--- src/core/helper_out_defines.vh ---
`ifndef HELPER_OUT_DEFINES_VH
`define HELPER_OUT_DEFINES_VH
// Frame geometry
`define LINES_PER_FRAME 10'h271
`define FIRST_LINE 10'h001
// Reference lines
`define REF_LINE_A 10'h017
`define REF_LINE_B 10'h26F
// Core picture ranges
`define CORE_A_LO 10'h03C
`define CORE_A_HI 10'h112
`define CORE_B_LO 10'h174
`define CORE_B_HI 10'h24A
// Helper windows
`define HLP_A_LO 10'h018
`define HLP_A_HI 10'h03B
`define HLP_B_LO 10'h113
`define HLP_B_HI 10'h136
`define HLP_C_LO 10'h150
`define HLP_C_HI 10'h173
`define HLP_D_LO 10'h24B
`define HLP_D_HI 10'h26E
// Code levels
`define STD_BLACK 8'h10
`define CVBS_BLACK 8'h40
`define WSS_BLACK 8'h44
`define REF_BLACK 8'h80
`define HELPER_AMP 8'h6D
// Line class codes
`define CLS_STD 3'h0
`define CLS_CORE 3'h1
`define CLS_HELP 3'h2
`define CLS_REF 3'h3
// Lowpass: 2.5 MHz cutoff at 40 MHz, alpha = 2*pi*fc/fs about 3/8
`define LPF_SHIFT 4'h3
`define LPF_MUL 4'h3
// Mixer product is brought back to the sample scale, Q7
`define MIX_SHIFT 4'h7
// Gain is unsigned Q1.7, 0x80 is unity
`define GAIN_FRAC 4'h7
`endif

--- src/core/out_buffer.v ---
`timescale 1ns/1ps
`default_nettype none
////////////////////////////////////////////////////////////////////////////////
// Two-entry skid buffer, stalls upstream when both entries hold data
module out_buffer #(
	parameter WIDTH = 11
) (
	input wire sys_clk_in,
	input wire rstn_in,
	input wire [WIDTH-1:0] in_data_in,
	input wire in_valid_in,
	output wire in_ready_out,
	output wire [WIDTH-1:0] out_data_out,
	output wire out_valid_out,
	input wire out_ready_in
);
	// Entry storage indexed by pointer
	reg [WIDTH-1:0] mem [0:1];
	reg wr_ptr;
	reg rd_ptr;
	reg [1:0] count;
	wire do_wr = in_valid_in && (count != 2'h2);
	wire do_rd = out_ready_in && (count != 2'h0);
	assign in_ready_out = (count != 2'h2);
	assign out_valid_out = (count != 2'h0);
	assign out_data_out = mem[rd_ptr];
	////////////////////////////////////////////////////////////////////////////////
	// Pointer and count update
	always @(posedge sys_clk_in or negedge rstn_in) begin
		if (!rstn_in) begin
			wr_ptr <= 1'b0;
			rd_ptr <= 1'b0;
			count <= 2'h0;
			mem[0] <= {WIDTH{1'b0}};
			mem[1] <= {WIDTH{1'b0}};
		end else begin
			// Write side
			if (do_wr) begin
				mem[wr_ptr] <= in_data_in;
				wr_ptr <= ~wr_ptr;
			end
			// Read side
			if (do_rd)
				rd_ptr <= ~rd_ptr;
			// Occupancy
			if (do_wr && !do_rd)
				count <= count + 2'h1;
			else if (do_rd && !do_wr)
				count <= count - 2'h1;
		end
	end
endmodule // out_buffer
`default_nettype wire

--- src/core/palplus_helper_output.v ---
`timescale 1ns/1ps
`default_nettype none
`include "helper_out_defines.vh"
////////////////////////////////////////////////////////////////////////////////
// Helper preprocessing and luma port selection for PAL+ mode
module palplus_helper_output #(
	parameter COMP_DELAY = 4
) (
	// Clock and reset
	input wire sys_clk_in,
	input wire rstn_in,
	// Mode level and sync pins
	input wire palplus_en_in,
	input wire vsync_in,
	input wire hsync_in,
	input wire wss_part_in,
	// Sample stream and gain
	input wire sample_valid_in,
	input wire [7:0] luma_in,
	input wire [7:0] cvbs_in,
	input wire signed [7:0] helper_adc_in,
	input wire signed [7:0] subcarrier_in,
	input wire [7:0] chroma_gain_loop_in,
	input wire hscale_en_in,
	// Luma port handshake
	output reg [7:0] luma_out,
	output reg luma_valid_out,
	input wire luma_ready_in,
	// Line status
	output reg [2:0] line_class_out,
	output reg comb_bypass_out,
	output reg helper_line_out,
	output reg sample_stall_out
);
	// Pin synchronisers for sync pulses
	reg vs_s1, vs_s2, vs_s3;
	reg hs_s1, hs_s2, hs_s3;
	// Line counter and class
	reg [9:0] line_cnt;
	reg [2:0] line_class;
	// Helper datapath
	reg signed [15:0] mix;
	reg signed [15:0] lpf;
	reg signed [15:0] scaled;
	reg signed [7:0] hdly [0:COMP_DELAY-1];
	reg [7:0] cdly [0:COMP_DELAY-1];
	reg [7:0] ldly [0:COMP_DELAY-1];
	reg hsc_phase;
	reg [7:0] next_luma;
	// Buffer side of the output path
	wire buf_ready;
	wire [10:0] buf_data;
	wire buf_valid;
	// Sync edges and sample acceptance
	wire vs_rise = vs_s2 && !vs_s3;
	wire hs_rise = hs_s2 && !hs_s3;
	wire advance = sample_valid_in && buf_ready;
	wire keep_sample = !hscale_en_in || !hsc_phase;
	wire [7:0] std_luma = (ldly[COMP_DELAY-1] < `STD_BLACK) ? `STD_BLACK : ldly[COMP_DELAY-1];
	// Loop index for the delay lines
	integer i;
	////////////////////////////////////////////////////////////////////////////////
	// Range test used for every line window
	function in_rng;
		input [9:0] v;
		input [9:0] lo;
		input [9:0] hi;
		begin
			in_rng = (v >= lo) && (v <= hi);
		end
	endfunction
	// Saturate a signed value to 8 bits
	function [7:0] sat8;
		input signed [15:0] v;
		begin
			if (v > 16'sh007F)
				sat8 = 8'h7F;
			else if (v < 16'shFF80)
				sat8 = 8'h80;
			else
				sat8 = v[7:0];
		end
	endfunction
	////////////////////////////////////////////////////////////////////////////////
	// Sync synchronisers and line counter
	always @(posedge sys_clk_in or negedge rstn_in) begin
		if (!rstn_in) begin
			vs_s1 <= 1'b0;
			vs_s2 <= 1'b0;
			vs_s3 <= 1'b0;
			hs_s1 <= 1'b0;
			hs_s2 <= 1'b0;
			hs_s3 <= 1'b0;
			line_cnt <= `FIRST_LINE;
		end else begin
			vs_s1 <= vsync_in;
			vs_s2 <= vs_s1;
			vs_s3 <= vs_s2;
			hs_s1 <= hsync_in;
			hs_s2 <= hs_s1;
			hs_s3 <= hs_s2;
			if (vs_rise)
				line_cnt <= `FIRST_LINE;
			else if (hs_rise)
				line_cnt <= (line_cnt == `LINES_PER_FRAME) ? `FIRST_LINE : line_cnt + 10'h001;
		end
	end
	////////////////////////////////////////////////////////////////////////////////
	// Line classification
	always @* begin
		if (!palplus_en_in)
			line_class = `CLS_STD;
		else if (line_cnt == `REF_LINE_A || line_cnt == `REF_LINE_B)
			line_class = `CLS_REF;
		else if (in_rng(line_cnt, `CORE_A_LO, `CORE_A_HI) ||
			in_rng(line_cnt, `CORE_B_LO, `CORE_B_HI))
			line_class = `CLS_CORE;
		else if (in_rng(line_cnt, `HLP_A_LO, `HLP_A_HI) ||
			in_rng(line_cnt, `HLP_B_LO, `HLP_B_HI) ||
			in_rng(line_cnt, `HLP_C_LO, `HLP_C_HI) ||
			in_rng(line_cnt, `HLP_D_LO, `HLP_D_HI))
			line_class = `CLS_HELP;
		else
			line_class = `CLS_STD;
	end
	////////////////////////////////////////////////////////////////////////////////
	// Helper demodulation, filtering, gain and equal-length delay lines
	always @(posedge sys_clk_in or negedge rstn_in) begin
		if (!rstn_in) begin
			mix <= 16'sh0000;
			lpf <= 16'sh0000;
			scaled <= 16'sh0000;
			hsc_phase <= 1'b0;
			for (i = 0; i < COMP_DELAY; i = i + 1) begin
				hdly[i] <= 8'sh00;
				cdly[i] <= 8'h00;
				ldly[i] <= 8'h00;
			end
		end else if (advance) begin
			mix <= (helper_adc_in * subcarrier_in) >>> `MIX_SHIFT;
			lpf <= lpf + (((mix - lpf) * $signed({1'b0, `LPF_MUL})) >>> `LPF_SHIFT);
			scaled <= (lpf * $signed({1'b0, chroma_gain_loop_in})) >>> `GAIN_FRAC;
			hsc_phase <= hscale_en_in ? ~hsc_phase : 1'b0;
			// Equal-length delay lines, so helper trails composite by its three pipeline stages
			hdly[0] <= sat8(scaled);
			cdly[0] <= cvbs_in;
			ldly[0] <= luma_in;
			for (i = 1; i < COMP_DELAY; i = i + 1) begin
				hdly[i] <= hdly[i-1];
				cdly[i] <= cdly[i-1];
				ldly[i] <= ldly[i-1];
			end
		end
	end
	////////////////////////////////////////////////////////////////////////////////
	// Output select with code levels per signal type
	always @* begin
		// Standard luma unless the line class says otherwise
		next_luma = std_luma;
		case (line_class)
			`CLS_CORE: next_luma = cdly[COMP_DELAY-1];
			`CLS_HELP: next_luma = hdly[COMP_DELAY-1];
			// WSS floored at black 68, else offset binary 128
			`CLS_REF: next_luma = wss_part_in ?
				(cdly[COMP_DELAY-1] < `WSS_BLACK ? `WSS_BLACK : cdly[COMP_DELAY-1]) :
				hdly[COMP_DELAY-1] + `REF_BLACK;
			default: next_luma = std_luma;
		endcase
	end
	////////////////////////////////////////////////////////////////////////////////
	// Output buffer for downstream stalls; samples arriving while both entries are full are dropped
	out_buffer #(
		.WIDTH(11)
	) out_buffer_inst (
		.sys_clk_in(sys_clk_in),
		.rstn_in(rstn_in),
		.in_data_in({line_class, next_luma}),
		.in_valid_in(sample_valid_in && keep_sample),
		.in_ready_out(buf_ready),
		.out_data_out(buf_data),
		.out_valid_out(buf_valid),
		// Pop exactly when the output register loads, so no word repeats
		.out_ready_in(luma_ready_in || !luma_valid_out)
	);
	////////////////////////////////////////////////////////////////////////////////
	// Registered outputs
	always @(posedge sys_clk_in or negedge rstn_in) begin
		if (!rstn_in) begin
			luma_out <= `STD_BLACK;
			luma_valid_out <= 1'b0;
			line_class_out <= `CLS_STD;
			comb_bypass_out <= 1'b0;
			helper_line_out <= 1'b0;
			sample_stall_out <= 1'b0;
		end else begin
			// Load a new word when the port is free or being emptied
			if (luma_ready_in || !luma_valid_out) begin
				luma_valid_out <= buf_valid;
				if (buf_valid) begin
					luma_out <= buf_data[7:0];
					line_class_out <= buf_data[10:8];
				end
			end
			comb_bypass_out <= (line_class == `CLS_HELP) || (line_class == `CLS_REF);
			helper_line_out <= (line_class == `CLS_HELP) || (line_class == `CLS_REF);
			sample_stall_out <= !buf_ready;
		end
	end
endmodule // palplus_helper_output
`default_nettype wire

--- config.mk ---
export PLATFORM = sky130hd
export DESIGN_NAME = palplus_helper_output
export DESIGN_NICKNAME = d
export VERILOG_FILES = /design/src/core/out_buffer.v /design/src/core/palplus_helper_output.v
export VERILOG_INCLUDE_DIRS = /design/src /design/src/core
export SDC_FILE = /design/constraint.sdc
export NUM_CORES = 1
export LEC_CHECK = 0
export ABC_CLOCK_PERIOD_IN_PS = 8900
export BUFFER_PORTS_ARGS = -buffer_cell sky130_fd_sc_hd__clkbuf_2
export CORE_MARGIN = 1.5
export CORE_UTILIZATION = 55
export DETAILED_ROUTE_END_ITERATION = 10
export PLACE_DENSITY = 0.83
export SETUP_SLACK_MARGIN = 0.05
export SLEW_MARGIN = 30
export SYNTH_ARGS = -nofsm -noshare
export SYNTH_HDL_FRONTEND = slang
export SYNTH_SLANG_ARGS = --single-unit
--- constraint.sdc ---
create_clock -name sys_clk_in -period 8.9 [get_ports sys_clk_in]
set_input_delay 2.225 -clock sys_clk_in [delete_from_list [all_inputs] [get_ports sys_clk_in]]
set_output_delay 2.225 -clock sys_clk_in [all_outputs]
set_load 0.1 [all_outputs]
======== Word level (Yosys, flattened, before mapping) ========
Index checks and enable logic that the tools add are counted.
storage, ports and cells
  bits in latches ......................... 0
  memory bits (read-only) ................. 0
  input bits .............................. 49
  output and inout port bits .............. 15
  memories kept ........................... 0
  bits in registers ....................... 187
  memory bits (writable) .................. 0
cells by class
  multiplexer cells ....................... 22
  magnitude comparators ................... 19
  $add $sub $neg .......................... 6
  equality and inequality tests ........... 7
  divide/modulo/power cells ............... 0
  reduce and logical (&&, ||, !) cells .... 35
  shift-type cells ........................ 0
  $mul .................................... 3
  bitwise gates (word level) .............. 5
operator list
  operator                                                         number
  two-way mux 11 bit                                               4
  two-way mux 8 bit                                                5
  >= comparator 10 x 9 -> 1 bit, second input constant             3
  less-or-equal comparator 10 x 9 -> 1 bit, second input constant  3
  two-way mux 10 bit                                               3
  one-hot mux 8 bit (3 select lines)                               1
  bitwise mux 22 bit                                               1
  == test 10 bit, second input constant                            2
  less-or-equal comparator 10 bit, second input constant           2
  adder 16 x 13 -> 16 bit                                          1
  multiplier 16 x 3 -> 16 bit, second input constant               1
  multiplier 16 x 9 -> 16 bit                                      1
  multiplier 8 x 8 -> 16 bit                                       1
  subtractor 9 x 16 -> 16 bit                                      1
  logical AND 1 bit                                                15
  two-way mux 2 bit                                                6
  demux 11 bit (select 1 bit)                                      1
  adder 10 x 1 -> 10 bit, second input constant                    1
  == test 10 x 5 -> 1 bit, second input constant                   1
  >= comparator 10 bit, second input constant                      1
  >= comparator 10 x 5 -> 1 bit, second input constant             1
  >= comparator 10 x 6 -> 1 bit, second input constant             1
  less-or-equal comparator 10 x 6 -> 1 bit, second input constant  1
  greater-than comparator 9 x 8 -> 1 bit, second input constant    1
  18 further kinds                                                 39

======== Longest topological paths before layout ========
  depth after elaboration ................. 12
  gate-level depth with buffers ........... 29
  mapped depth without buffers ............ 29

======== Hierarchy ========
From an unflattened synthesis, not the netlist that was laid out.
unflattened totals
  cell total of the unflattened synthesis .. 1,439
  area total of the unflattened synthesis .. 14,853.0 um^2
by module, submodules not included
  module                 cells each  times used  seq. area each (um^2)  area an instance (um^2)
  palplus_helper_output  1,364       1           4,031.4                13,604.3
  out_buffer             75          1           650.6                  1,248.7

======== Worst setup path after synthesis ========
OpenSTA, ideal clock, no wires.
  kind .................................... input-to-reg
  from .................................... input chroma_gain_loop_in[2]
  to ...................................... register, netlist name scaled[8]
  arrival time ............................ 6,266 ps
  buffers on the path ..................... 1
  path slack .............................. 2,500 ps
  cell stages on the path ................. 20
  cell sequence ........................... clkbuf_1 nand2_1 fa_1 fa_1 inv_1 ha_1 inv_1 fa_1 inv_1 ha_1 nand4_1 o21bai_1 a21oi_1 o21bai_1 a21oi_1 o211ai_1 a31o_2 a21oi_1 xnor2_1 o21ai_0
on the way
  longest elaborated chain between the ends .. 1
ends and longest elaborated chain
  what                         line                         RTL
  start: declaration           palplus_helper_output.v:23   input wire [7:0] chroma_gain_loop_in,
  multiplier 16 x 9 -> 16 bit  palplus_helper_output.v:142  scaled <= (lpf * $signed({1'b0, chroma_gain_loop_in})) >>> `GAIN_FRAC;
No other way between the ends.
A chain may end at the register's enable or synchronous reset.

======== Worst setup path after layout ========
  from .................................... register lpf[1]
  to ...................................... register lpf[15]
on the way
  longest elaborated chain between the ends .. 3
ends and longest elaborated chain
  what                         line                         RTL
  start: declaration           palplus_helper_output.v:43   reg signed [15:0] lpf;
  start signal: assignment     palplus_helper_output.v:141  lpf <= lpf + (((mix - lpf) * $signed({1'b0, `LPF_MUL})) >>> `LPF_SHIFT);
  subtractor 9 x 16 -> 16 bit  palplus_helper_output.v:141
  multiplier 16 x 3 -> 16 bit  palplus_helper_output.v:141
  adder 16 x 13 -> 16 bit (*)  palplus_helper_output.v:141
Every way passes the cells marked *; elsewhere a longest branch is shown, timed or not.

==> results_tabular.tex <==
\begin{tabular}{lr}
\hline
Metric & Value \\
\hline
\multicolumn{2}{l}{\textbf{Status}} \\
\quad Run status & complete, but fails checks \\
\quad Failing checks & DRC \\
\multicolumn{2}{l}{\textbf{Logic synthesis}} \\
\quad EDFF count, synth & 0 \\
\quad Ranking of synthesized cells by area & dfrtp\_1, fa\_1, nand2\_1 \\
\quad \#FFs+latches synth & 184 \\
\quad Fraction of synthesized cell area taken by the top area cell type & 0.311 \\
\quad Total nets after synthesis & 1,920 \\
\quad Synthesized area per cell & 8.91 µm² \\
\quad Post-synthesis instance total & 1,645 \\
\quad Primary FF master, synth & dfrtp\_1 \\
\quad Post-synthesis cell type with the largest combined area & dfrtp\_1 \\
\quad Fraction of the yosys area taken by sequential cells & 0.314 \\
\quad Total standard cell area after synthesis & 14,600 µm² \\
\quad Async SR Flop Fraction & 1.00 \\
\quad Synth cell types & 75 \\
\quad Synth warnings & 0 \\
\multicolumn{2}{l}{\textbf{STA}} \\
\quad Final period demand of the worst path & 6.59 ns \\
\quad Maximum operating frequency & 152 MHz \\
\quad RSZ-0062 raised after global routing & no \\
\quad \# setup viols final & 0 \\
\quad Final worst clock skew & 0.0116 ns \\
\quad Final Hold Vio Count & 0 \\
\quad Number of slew-limit violations in the final report & 0 \\
\quad Pin slew with the least headroom to its limit & 0.831 ns \\
\quad Relative slew margins & 0.446 \\
\quad Share of the clock period used by the worst path & 0.741 \\
\quad Setup\_tns & 0 ns \\
\multicolumn{2}{l}{\textbf{Final layout}} \\
\quad Sequential standard cell area & 4610 µm² \\
\quad Post-layout net count & 1,942 \\
\quad Area growth syn-to-layout & 7.38\% \\
\quad Commonest non-fill, non-tap cells in the layout & nand2\_1, dfrtp\_1, inv\_1, fa\_1, ha\_1 \\
\quad Area of all placed cells without fillers & 15,700 µm² \\
\quad Fraction of final layout cells sized beyond drive strength 1 & 0.0774 \\
\quad Fill cells & 2,219 \\
\quad Most common cell after layout, fill and taps aside & nand2\_1 \\
\quad Footprint of the multi-input gates & 9190 µm² \\
\quad Number of diodes added for antenna fixing & 0 \\
\multicolumn{2}{l}{\textbf{Clocking}} \\
\quad Clk slew on worst S/H paths & 0.07 ns \\
\quad Latest clock arrival within the worst-skew pair & 0.43 ns \\
\quad TritonCTS clock tree & yes \\
\quad Number of buffers inserted for hold repair after clock tree synthesis & 0 \\
\quad Root buffer cell & clkbuf\_16 \\
\quad Clock buffer count from CTS & 17 \\
\quad CTS sink cnt & 184 \\
\quad \# H-tree levels & 4 \\
\quad Post-CTS Resized & 0 \\
\quad Clk buf depth & 2 \\
\quad Post CTS Setup Buffer Count & 0 \\
\multicolumn{2}{l}{\textbf{Worst setup path}} \\
\quad Nature of the critical path endpoint & register \\
\quad Required time at the worst-slack endpoint & 9.22 ns \\
\quad Count of buffer and inverter cells on the critical path & 2 \\
\quad Startpoint class of the critical path & register \\
\quad Peak fanout along the critical path & 11 \\
\quad Crit Path Category & reg2reg \\
\quad Kind of cell adding the most delay to the critical path & compound AO/OA/AOI/OAI gates \\
\quad Critical path's slowest cell & dfrtp\_1 \\
\quad Cell seen most often among critical-path stages & o21ai\_0 \\
\quad Signal arrival time at the worst endpoint & 6.91 ns \\
\quad Delay of the slowest cell on the worst path & 0.63 ns \\
\multicolumn{2}{l}{\textbf{Placed design}} \\
\quad Gp weighted congestion & 0.875 \\
\quad Area after DPL & 15,200 µm² \\
\quad DPL Wire Length & 21,700 µm \\
\quad Number of port buffers & 62 \\
\multicolumn{2}{l}{\textbf{Drt}} \\
\quad DRC violations left & 3 \\
\quad Drt total wl & 29,000 µm \\
\quad Routed vias/inst & 5.44 \\
\quad Detailed route wirelength on metal3 & 1030 µm \\
\quad Routed wirelength normalized by instance count & 14.4 µm \\
\quad Final ANT Viol Nets & 0 \\
\quad Iteration-0 DRC Markers & 748 \\
\quad Routed length on met2 & 14,500 µm \\
\quad Vias after detailed routing & 10,950 \\
\quad Uppermost layer routed & met4 \\
\quad WL met1 & 13,000 µm \\
\quad Detailed Routing Iterations Pass 1 & 9 \\
\multicolumn{2}{l}{\textbf{Job}} \\
\quad Number of max-cap violations & 0 \\
\multicolumn{2}{l}{\textbf{Global route}} \\
\quad Wire length of the first global-routing pass & 51,200 µm \\
\quad Largest net degree at the start of global routing & 107 \\
\quad Via count of the first global-routing pass & 11,252 \\
\quad Global-route usage over all layers & 0.223 \\
\quad Initial antenna violation count & 0 \\
\quad Total overflow reported by the global router & 0 \\
\multicolumn{2}{l}{\textbf{Floorplanning}} \\
\quad Vert. Die Dim & 166 µm \\
\quad Floorplan die area & 27,600 µm² \\
\quad Core Rows & 59 \\
\quad Initial standard-cell utilization of the core & 0.561 \\
\quad Floorplan die width & 166 µm \\
\quad I/O pins & 64 \\
\quad Core Box Area & 26,100 µm² \\
\multicolumn{2}{l}{\textbf{Min path}} \\
\quad Kind of path behind the tightest hold check & reg2reg \\
\hline
\end{tabular}
[state kept, by name (all words and copies together), names as in the netlist, 2 cells and up]
register and count:
ldly 32, luma_out 8, cdly 32, lpf 16
line_cnt 10, out_buffer_inst.mem 20, line_class_out 2, out_buffer_inst.count 2
mix 9, scaled 9, hdly 32
[Yosys cell counts, drive strengths merged (14+ instances only)]
| library cell | number |
|---|---|
| o21ai | 83 |
| nor3 | 18 |
| a21oi | 51 |
| ha | 111 |
| fa | 115 |
| nand2 | 422 |
| xor2 | 25 |
| xnor2 | 53 |
| nand2b | 19 |
| mux2i | 14 |
| inv | 160 |
| clkbuf | 53 |
| and2 | 94 |
| dfrtp | 182 |
| nor2 | 62 |
[worst paths after layout]
check                              from          endpoint  depth (start not counted)  slack [ns]
min in group asynchronous       rstn_in  sample_stall_out                          1        1.89
worst min register to register    hs_s1             hs_s2                          0        0.35
max in group asynchronous       rstn_in          hdly[11]                          2        5.82
worst max-delay path             lpf[1]           lpf[15]                         29        2.31
worst max register to register   lpf[1]           lpf[15]                         29        2.31
worst min-delay path              hs_s1             hs_s2                          0        0.35
[logic make-up (layout without fill, tap and decap cells)]
| group | after synthesis | after routing | synth area share |
|---|---|---|---|
| AND/OR/NAND/NOR | 677 | 677 | 0.208 |
| adder cells (fa/ha/maj) | 234 | 234 | 0.257 |
| buffers and inverters | 224 | 258 | 0.0588 |
| AO/OA/AOI/OAI | 223 | 223 | 0.0969 |
| flip-flops | 184 | 184 | 0.314 |
| XOR/XNOR | 78 | 78 | 0.0466 |
| multiplexers | 24 | 24 | 0.0173 |
| other | 1 | 1 | 0.000256 |
[area by class of cell]
class                   instances  area share
multi-input cells            1237       0.584
clock buffers                  18      0.0279
flip-flops and latches        184       0.293
well taps                     335      0.0266
repair buffers                 67      0.0231
clock inverters                13     0.00692
inverters                     160      0.0382
[metal layers]
metal	up-vias	track usage
li1	5361	-
met1	5324	0.288
met2	215	0.390
met3	50	0.0305
met4	0	0.0710
met5	-	0
[per-stage QoR]
| stage | utilization | setup WS [ns] | std cells | hold slack [ns] |
|---|---|---|---|---|
| detailed placement | 0.581 | 2.21 | 1983 | 0.336 |
| floorplan | - | 2.50 | 1645 | 0.331 |
| global placement | 0.581 | 2.32 | 1983 | 0.333 |
| CTS | 0.602 | 2.37 | 2014 | 0.352 |
| finish | 0.602 | 2.31 | 2014 | 0.349 |
| global route | 0.602 | 1.63 | 2014 | 0.358 |
Power is left out: the tool's default activity adds up to more than one toggle a clock period on the data nets, which glitch-free logic cannot reach.
